===== config.mk =====
export PLATFORM = sky130hd
export DESIGN_NAME = srm_addr_mux
export DESIGN_NICKNAME = d
export VERILOG_FILES = /design/src/verilog/srm_pkg.sv /design/src/verilog/srm_addr_map.sv /design/src/verilog/srm_addr_mux.sv
export SDC_FILE = /design/constraint.sdc
export NUM_CORES = 1
export LEC_CHECK = 0
export BUFFER_PORTS_ARGS = -buffer_cell sky130_fd_sc_hd__buf_2
export CORE_MARGIN = 1.5
export CORE_UTILIZATION = 52
export DETAILED_ROUTE_END_ITERATION = 16
export MAX_ROUTING_LAYER = met4
export PLACE_DENSITY = 0.85
export SYNTH_ARGS = -nofsm -noshare
export SYNTH_HDL_FRONTEND = slang
export SYNTH_SLANG_ARGS = --single-unit

===== constraint.sdc =====
create_clock -name clk -period 2.8 [get_ports clk]
set_input_delay 0.42 -clock clk [delete_from_list [all_inputs] [get_ports clk]]
set_output_delay 0.42 -clock clk [all_outputs]
set_load 0.05 [all_outputs]

===== src/verilog/srm_pkg.sv =====
// srm_pkg: constants and command encoding for the sdram row/column address mux.
// assumes one 50 MHz clock and a synchronous active-high reset in every user.
package srm_pkg;

  // logical sdram address lines a0..a19 and byte address width
  localparam int SRM_ADDR_W = 20;
  localparam int SRM_BYTE_ADDR_W = 29;

  // column count is 8 plus the column code (0:8, 1:9, 2:10)
  localparam logic [4:0] SRM_COL_BASE = 5'h08;
  // highest row+bank line count that may be configured (a0..a15)
  localparam logic [4:0] SRM_ROW_BANK_MAX = 5'h10;

  // field positions inside the logical address word
  localparam int SRM_PRECHG_BIT = 10; // auto-precharge line, low on column commands
  localparam int SRM_BANK_LO = 11; // bank/high row lines repeated in column cycles
  localparam int SRM_BANK_HI = 15;
  localparam int SRM_XFER_BIT = 16; // transfer-type flag during activate
  localparam int SRM_COL_HI = 9; // top line that can carry a column bit

  // values after reset
  localparam logic [19:0] SRM_ADDR_RST = 20'h00000;
  localparam logic [4:0] SRM_BANK_RST = 5'h00;
  localparam logic SRM_XFER_RST = 1'b1;

  // command code presented by the sequencer
  typedef enum logic [1:0] {
    SRM_CMD_IDLE = 2'b00,
    SRM_CMD_ACT = 2'b01,
    SRM_CMD_RD = 2'b10,
    SRM_CMD_WR = 2'b11
  } srm_cmd_t;

endpackage


===== src/verilog/srm_addr_map.sv =====
// srm_addr_map: combinational split of a byte address into row and column words.
// assumes the caller registers the results before they reach any pin.
`timescale 1ns/1ps
module srm_addr_map
  import srm_pkg::*;
#(
  parameter int ADDR_W = SRM_ADDR_W,
  parameter int BYTE_W = SRM_BYTE_ADDR_W
) (
  input wire logic [BYTE_W-1:0] byte_addr,
  input wire logic [1:0] col_cfg,
  input wire logic [1:0] width_cfg,
  input wire logic [4:0] row_bank_bits,
  output logic [ADDR_W-1:0] row_word,
  output logic [ADDR_W-1:0] col_word
);

  //////////////////////////////////////////////////////////////////////////////
  // shift amounts
  // byte-lane bits drop off first, then the column bits for the row word
  wire [4:0] col_n = SRM_COL_BASE + {3'h0, col_cfg};
  wire [4:0] row_shift = col_n + {3'h0, width_cfg};
  wire [BYTE_W-1:0] row_raw = byte_addr >> row_shift;
  wire [BYTE_W-1:0] col_raw = byte_addr >> width_cfg;

  //////////////////////////////////////////////////////////////////////////////
  // per-line selection
  // lines past the configured geometry stay low so unused pins do not toggle
  genvar k;
  generate
    for (k = 0; k < ADDR_W; k = k + 1) begin : g_line
      wire row_used = (k <= SRM_BANK_HI) && (5'(k) < row_bank_bits);
      wire col_used = (k <= SRM_COL_HI) && (5'(k) < col_n);
      assign row_word[k] = row_used & row_raw[k];
      assign col_word[k] = col_used & col_raw[k];
    end
  endgenerate

endmodule // srm_addr_map


===== src/verilog/srm_addr_mux.sv =====
// srm_addr_mux: drives the logical sdram address lines for activate and column cycles.
// assumes a sequencer that issues one command per cycle and keeps config static
// while rows are open.
`timescale 1ns/1ps
module srm_addr_mux
  import srm_pkg::*;
#(
  parameter int ADDR_W = SRM_ADDR_W,
  parameter int BYTE_W = SRM_BYTE_ADDR_W
) (
  input wire logic clk,
  input wire logic srst,
  input wire logic [1:0] cmd, // srm_cmd_t code, idle when nothing is issued
  input wire logic [BYTE_W-1:0] byte_addr, // byte address of the access
  input wire logic xfer_normal, // 1 ordinary access, 0 peripheral direct transfer
  input wire logic [1:0] col_cfg, // column bits: 0=8, 1=9, 2=10
  input wire logic [1:0] width_cfg, // bus width: 0=8, 1=16, 2=32, 3=64
  input wire logic [4:0] row_bank_bits, // row plus bank lines in use, up to 16
  output logic [ADDR_W-1:0] ext_addr_pin, // logical lines a0..a19
  output logic row_activate_cmd, // this cycle's word is an activate
  output logic column_write_cmd, // this cycle's word is a write column
  output logic column_read_cmd // this cycle's word is a read column
);

  //////////////////////////////////////////////////////////////////////////////
  // declarations
  logic [ADDR_W-1:0] addr_ff; // registered pin word
  logic act_ff; // activate strobe
  logic wr_ff; // write column strobe
  logic rd_ff; // read column strobe
  logic [SRM_BANK_HI:SRM_BANK_LO] bank_ff; // bank lines caught at activate
  logic xfer_ff; // flag caught at activate
  logic [ADDR_W-1:0] row_word; // mapped row word
  logic [ADDR_W-1:0] col_word; // mapped column word

  //////////////////////////////////////////////////////////////////////////////
  // address mapping
  srm_addr_map #(
    .ADDR_W(ADDR_W),
    .BYTE_W(BYTE_W)
  ) u_map (
    .byte_addr(byte_addr),
    .col_cfg(col_cfg),
    .width_cfg(width_cfg),
    .row_bank_bits(row_bank_bits),
    .row_word(row_word),
    .col_word(col_word)
  );

  //////////////////////////////////////////////////////////////////////////////
  // command decode and word selection
  wire is_act = (cmd == SRM_CMD_ACT);
  wire is_rd = (cmd == SRM_CMD_RD);
  wire is_wr = (cmd == SRM_CMD_WR);
  wire is_col = is_rd | is_wr;

  // activate word: row/bank lines plus the transfer flag, a17..a19 low
  wire [ADDR_W-1:0] act_word = row_word | ({{(ADDR_W-1){1'b0}}, xfer_normal} << SRM_XFER_BIT);

  // column word: the bank lines must match what the memory latched at activate,
  // so they come from the copy kept then, not from today's address
  wire [ADDR_W-1:0] bank_word = {{(ADDR_W-SRM_BANK_HI-1){1'b0}}, bank_ff, {SRM_BANK_LO{1'b0}}};
  wire [ADDR_W-1:0] flag_word = {{(ADDR_W-1){1'b0}}, xfer_ff} << SRM_XFER_BIT;
  // col_word never reaches the precharge line, so it reads low here
  wire [ADDR_W-1:0] cas_word = col_word | bank_word | flag_word;

  // idle keeps the last word so the pins do not glitch between commands
  wire [ADDR_W-1:0] nxt_addr = is_act ? act_word : (is_col ? cas_word : addr_ff);

  //////////////////////////////////////////////////////////////////////////////
  // pin register
  always_ff @(posedge clk) begin
    if (srst) begin
      addr_ff <= SRM_ADDR_RST;
      act_ff <= 1'b0;
      wr_ff <= 1'b0;
      rd_ff <= 1'b0;
    end else begin
      addr_ff <= nxt_addr;
      act_ff <= is_act;
      wr_ff <= is_wr;
      rd_ff <= is_rd;
    end
  end

  //////////////////////////////////////////////////////////////////////////////
  // bank and flag capture at activate
  always_ff @(posedge clk) begin
    if (srst) begin
      bank_ff <= SRM_BANK_RST;
      xfer_ff <= SRM_XFER_RST;
    end else if (is_act) begin
      bank_ff <= row_word[SRM_BANK_HI:SRM_BANK_LO];
      xfer_ff <= xfer_normal;
    end
  end

  assign ext_addr_pin = addr_ff;
  assign row_activate_cmd = act_ff;
  assign column_write_cmd = wr_ff;
  assign column_read_cmd = rd_ff;

  //////////////////////////////////////////////////////////////////////////////
  // checking helpers: reference values computed independently of the mapper
  logic [4:0] chk_rshift;
  logic [4:0] chk_cols;
  logic [15:0] chk_rmask;
  logic [9:0] chk_cmask;
  logic [BYTE_W-1:0] chk_row;
  logic [BYTE_W-1:0] chk_col;
  // lines a0..a16 shown at the last activate; the flag bit starts at its reset value
  // so a column issued before any activate is still judged
  logic [16:0] chk_act_lines;
  always_comb begin
    chk_cols = 5'd8 + {3'd0, col_cfg};
    chk_rshift = chk_cols + {3'd0, width_cfg};
    chk_rmask = 16'(({17'd0} | 17'h1_0000 >> (5'd16 - row_bank_bits)) - 17'd1);
    chk_cmask = 10'((11'd1 << chk_cols) - 11'd1);
    chk_row = byte_addr >> chk_rshift;
    chk_col = byte_addr >> width_cfg;
  end
  always_ff @(posedge clk) begin
    if (srst) begin
      chk_act_lines <= {SRM_XFER_RST, 16'h0000};
    end else if (act_ff) begin
      chk_act_lines <= addr_ff[16:0];
    end
  end

  a_row_map: assert property (@(posedge clk) disable iff (srst)
    is_act && row_bank_bits <= SRM_ROW_BANK_MAX |=> addr_ff[15:0] == $past(chk_row[15:0] & chk_rmask))
    else $error("row word does not match byte address");
  a_col_map: assert property (@(posedge clk) disable iff (srst)
    is_col |=> addr_ff[9:0] == $past(chk_col[9:0] & chk_cmask))
    else $error("column word does not match byte address");
  a_bank_repeat: assert property (@(posedge clk) disable iff (srst)
    (rd_ff || wr_ff) |-> addr_ff[15:11] == chk_act_lines[15:11])
    else $error("bank lines differ from the activate cycle");
  a_prechg_low: assert property (@(posedge clk) disable iff (srst)
    is_col ##1 1'b1 |-> !addr_ff[SRM_PRECHG_BIT] && (rd_ff || wr_ff))
    else $error("precharge line high on column command");
  a_xfer_flag: assert property (@(posedge clk) disable iff (srst)
    is_act |=> act_ff && addr_ff[SRM_XFER_BIT] == $past(xfer_normal))
    else $error("transfer flag wrong at activate");
  a_high_low: assert property (@(posedge clk) disable iff (srst)
    is_act |=> addr_ff[19:17] == 3'h0 && (addr_ff[15:0] & ~$past(chk_rmask)) == 16'h0000)
    else $error("unused address lines not low");
  // column cycles: nothing above the flag line may toggle either
  a_col_high_low: assert property (@(posedge clk) disable iff (srst)
    (rd_ff || wr_ff) |-> addr_ff[19:17] == 3'h0)
    else $error("unused address lines not low on column command");
  // judged on the strobe itself, so a column word reached by any path is covered
  a_prechg_strobe: assert property (@(posedge clk) disable iff (srst)
    (rd_ff || wr_ff) |-> !addr_ff[SRM_PRECHG_BIT])
    else $error("precharge line high while a column strobe stands");
  // the memory decodes one command per edge, so two strobes at once are fatal to it
  a_strobe_onehot: assert property (@(posedge clk) disable iff (srst)
    $onehot0({act_ff, wr_ff, rd_ff}))
    else $error("more than one command strobe high");
  // an idle cycle keeps the pins still and lets every strobe drop after one cycle
  a_idle_hold: assert property (@(posedge clk) disable iff (srst)
    cmd == SRM_CMD_IDLE |=> $stable(addr_ff) && !act_ff && !wr_ff && !rd_ff)
    else $error("pins changed or a strobe rose on an idle cycle");
  // column cycles repeat the transfer flag shown at the activate
  a_col_flag: assert property (@(posedge clk) disable iff (srst)
    (rd_ff || wr_ff) |-> addr_ff[SRM_XFER_BIT] == chk_act_lines[16])
    else $error("transfer flag on column differs from activate");

endmodule // srm_addr_mux


Word-level counts from Yosys, hierarchy flattened. Cells that the tools add are included.

Latch bits: 0. Memories: 0. Bits of input ports: 43. Register bits after elaboration: 29. Word-level logic and storage cells: 72. Output and inout bits: 23. Bits in read-only memories: 0. Memory bits (writable): 0.

Mux-type cells: 2. $lt $le $gt $ge: 26. Divide/modulo/power cells: 0. Shifts and indexed selects: 2. Multipliers: 0. Reductions and logical operators: 1. $add $sub $neg: 2. Bitwise logic cells: 30. Equal/unequal tests: 3.

Operators with widths (number): less-than comparator 4 x 5 -> 1 bit, first input constant (10); less-than comparator 3 x 5 -> 1 bit, first input constant (8); 2-to-1 mux 20 bit (2); OR 16 x 17 -> 17 bit (2); right shift 29 x 2 -> 10 bit (1); right shift 29 x 5 -> 16 bit (1); AND 1 bit (26); less-than comparator 1 x 5 -> 1 bit, first input constant (4); less-than comparator 2 x 5 -> 1 bit, first input constant (4); OR 10 x 16 -> 16 bit (1); adder 4 x 2 -> 5 bit, first input constant (1); adder 5 x 2 -> 5 bit (1); == test 2 bit, second input constant (2); == test 2 x 1 -> 1 bit, second input constant (1); nonzero test 2 bit (1); OR 1 bit (1).

Longest topological paths before layout.
Depth after elaboration: 7. Gate-level depth with buffers: 9. Gate-level depth less buffers: 7.

Hierarchy. Synthesis repeated with hierarchy kept, for this count alone.

Cell total of the unflattened synthesis: 260. Area total of the unflattened synthesis: 2517.4 um^2.

Modules (own cells, without submodules): srm_addr_mux (cells each 143, area an instance 1272.5 um^2, seq. area each 580.6 um^2, instances 1); srm_addr_map (cells each 117, area an instance 1244.9 um^2, seq. area each 0.0 um^2, instances 1).

Least setup slack after synthesis. OpenSTA, ideal clock, no wires.

Kind: in2reg. Start point: in width_cfg[1]. End point: reg addr_ff[3], in the netlist ext_addr_pin[3]. Data required time: 2.725 ns. Arrival time: 2.326 ns. Cell stages on the path: 6. Path buffers: 2. Library setup time: 0.075 ns. Slack: 0.399 ns. Path through: buf_2 > inv_1 > fa_1 > clkbuf_1 > mux4_2 > o22ai_1.

Word-level cells in the longest chain between the ends: 6. Elaborated cells between the ends (all ways): 10. Classes of those cells: 1 x add/sub; 2 x shift; 2 x mux; 5 x bitwise.

RTL lines: start, declared (line srm_addr_mux.sv:17) `input wire logic [1:0] width_cfg,`; parallel branches: the longest is 5 deep, another holds adder 5 x 2 -> 5 bit; 2-to-1 mux 20 bit (*) (line srm_addr_mux.sv:68) `wire [ADDR_W-1:0] nxt_addr = is_act ? act_word : (is_col ? cas_word : addr_ff);`; end signal, assigned (line srm_addr_mux.sv:79) `addr_ff <= nxt_addr;`; end, declared (line srm_addr_mux.sv:27) `logic [ADDR_W-1:0] addr_ff;`.

Mark *: on every way between the ends. The select of a mux whose other input is x is not followed. A chain may end at the register's enable or synchronous reset.

Worst setup path in the final report.
Start point: in col_cfg[0]. End point: reg addr_ff[7], in the netlist ext_addr_pin[7].

Word-level cells in the longest chain between the ends: 7. Elaborated cells between the ends (all ways): 11. Classes of those cells: 2 x add/sub; 1 x order compare; 1 x shift; 2 x mux; 5 x bitwise.

RTL lines: start, declared (line srm_addr_mux.sv:16) `input wire logic [1:0] col_cfg,`; adder 4 x 2 -> 5 bit (*); parallel branches: the longest is 5 deep, another holds adder 5 x 2 -> 5 bit; 2-to-1 mux 20 bit (*) (line srm_addr_mux.sv:68).

Marks and branches as above.

==> qor.txt <==
Global Route met2 Usage -> 42.7%
chip width -> 67.3 µm
Ant. Diodes -> 0
Final Instance Area -> 2510 µm²
Worst R2R Setup Slack -> 1.99 ns
max-slew violation count -> 0
Critical Path Start Type -> input port
crit-path max FO -> 8
fill count -> 348
Port Buffers -> 62
worst r2r path cells -> 2
CTS tree -> yes
clock transition at the registers of the reported paths -> 0.10 ns
Critical Path Sink Type -> flip-flop
Crit Reg-Reg Endpoint -> ext_addr_pin[7]
core footprint -> 4000 µm²
CP max stage delay -> 0.54 ns
drt drc -> 0
Setup-failing EPs final -> 0
GR Util All Layers -> 27.0%
grt peak-use layer -> met2
setup tns final -> 0 ns
RSZ-0062 raised after global routing -> no
CP arrival -> 2.38 ns
Final Critical Period -> 2.24 ns
Post-DP Area -> 2440 µm²
status -> completed
r2r startpoint -> ext_addr_pin[7]
met1 usage -> 36.0%
cts repair resizes -> 0
Max Cap Viol -> 0
worst vdd ir -> 0.224 mV
hold_ws -> 0.378 ns
layout cells sized above 1 -> 33.7%
drt wl/cell -> 16.6 µm
synth unique cells -> 47
cts bufs inserted -> 3
Clock Latency Late Sink -> 0.27 ns
flop and latch count out of synthesis -> 26
Layout area overhead -> 16.6%
met3 Usage GRT -> 2.83%
crit-path cells -> buf_2, ha_1, inv_1, fa_1, nor2b_1, buf_4, a222oi_1, a221oi_1, nor3_1
Slowest cell on crit path -> fa_1
Max clock buf depth -> 2
# hold bufs at CTS -> 0
Synth warnings -> 0
f_max -> 447 MHz
Critical Path End -> ext_addr_pin[7]
largest net degree at the start of global routing -> 31
WL final -> 5.52 mm
Final Wtd Congestion -> 0.891
antenna violations before repair -> 0
WP depth -> 9
row cnt -> 23
Layout Utilization -> 62.7%
EDFF count, synth -> 0
via density per instance -> 6.28
starting density of the core -> 53.8%
# IOs -> 66
CP Buf/Inv Count -> 3
Nets -> 328
Fin. Hold Viols -> 0
Crit Path Category -> input port to flip-flop
Post-CTS Setup Inserts -> 0
Synth Instances -> 230
Hold Crit Class -> input port to flip-flop
final worst-path setup slack -> 0.564 ns
HPWL Detailed -> 4.30 mm
Fin Clk Skew -> 0.00385 ns
asr flop ratio synth -> 0%
Cell Area, Synth -> 2150 µm²
CP Launch Point -> col_cfg[0]
Final ANT Viol Nets -> 0
htree depth -> 1
CTS Root Cell -> clkbuf_8
register area share after synthesis -> 24.2%
vias -> 2084
post-synthesis area per instance -> 9.35 µm²
Power Dens Cells -> 482 nW/µm²
Top FF cell, synth -> dfxtp_1
CP required -> 2.95 ns
gr ovfl total -> 0
first-pass GRT wire length -> 9.00 mm
fin crit share -> 79.9%
DIE AREA -> 4530 µm²
Iter 0 DRT Violations -> 202
leakage -> 1.10 nW
DP Worst Slack -> 0.309 ns
Die Y -> 67.3 µm
CP top delay family -> adder cells
vias in the first global route -> 1838
TritonRoute pass-1 iters -> 4
Num Clock Sinks -> 26
==> cell families (layout without fill, tap and decap cells) <==
logic type	count (synthesis)	count (layout)	share of synthesized area [%]
AOI/OAI and AO/OA	66	66	21.7
and+or+nand+nor	59	59	14.3
muxes	43	43	29.4
buffers and inverters	33	83	8.73
DFF	26	26	24.2
adders and majority gates	2	2	1.51
other	1	3	0.174
==> synthesized netlist by cell type (all sizes together), types with 2 or more instances <==
cell	number	area, µm²
o31ai	2	15.0
o211ai	2	15.0
dfxtp	26	521
nor2	13	48.8
a32oi	2	17.5
mux2i	25	250
a222oi	3	30.0
a31oi	2	12.5
buf	13	113
nor3	3	15.0
nand4	2	12.5
nand3	5	25.0
mux4	16	360
mux2	2	22.5
nand2	14	52.6
o22ai	4	25.0
o21ai	7	35.0
a211o	2	17.5
a21oi	16	80.1
and2	2	15.0
clkbuf	11	41.3
a22oi	8	60.1
a211oi	4	35.0
nand3b	4	30.0
nor2b	8	50.1
a221oi	9	78.8
nor3b	6	45.0
inv	9	33.8
==> state kept, by name, summed over array words and instances, names as in the netlist <==
name and cells:
ext_addr_pin 17, bank_ff 5, column_read_cmd 1, column_write_cmd 1, row_activate_cmd 1, xfer_ff 1
==> power breakdown <==
part           switching, mW  internal, mW  total (mW)  leakage (nW)
clock network          0.124         0.191       0.316        0.0357
registers             0.0129         0.396       0.409         0.214
logic                  0.292         0.193       0.484         0.847
total                  0.429         0.780        1.21          1.10
==> placed cells by master (no fill, tap or decap), drive strengths merged, types with 5 or more instances in the layout <==
cell	Yosys	layout
a21oi	16	16
nor3b	6	6
nand2	14	14
mux2i	25	25
nor2	13	13
nor2b	8	8
dfxtp	26	26
inv	9	9
o21ai	7	7
a22oi	8	8
a221oi	9	9
mux4	16	16
nand3	5	5
buf	13	70
==> tightest hold or removal path, stage by stage <==
cell and delay [ns]:
buf_2 0.09, nand2_1 0.04, nand3b_1 0.07
==> worst min-delay path by stage <==
stage | startpoint | endpoint | slack (ns) | cells past startpoint
2_1_floorplan | bank_ff[12] | bank_ff[12] | 0.42 | 2
3_3_place_gp | bank_ff[12] | bank_ff[12] | 0.43 | 2
3_5_place_dp | bank_ff[12] | bank_ff[12] | 0.44 | 2
4_1_cts | xfer_normal | xfer_ff | 0.38 | 3
5_1_grt | xfer_normal | xfer_ff | 0.40 | 3
6_report | xfer_normal | xfer_ff | 0.38 | 3
==> routing by layer <==
layer	up-vias	part of all wire, %	wire [µm]
li1	994	-	-
met1	989	42	2300
met2	89	49	2720
met3	12	6.2	342
met4	0	2.8	154
met5	-	0	0
==> layout make-up <==
cell class	instances	area (µm²)	share of cell area, %
inverters	9	33.8	1.35
multi-input cells	173	1450	57.8
clock inverters	1	30.0	1.20
flip-flops and latches	26	520	20.7
repair buffers	70	370	14.8
well taps	50	62.6	2.49
clock buffers	3	41.3	1.65
==> per-stage QoR <==
step                cells  power (mW)
finish                332        1.21
detailed placement    328       0.895
global route          332        1.26
CTS                   332        1.20
floorplan             232       0.787
global placement      328       0.889
Note: power is estimated with default switching activity, not from simulation.
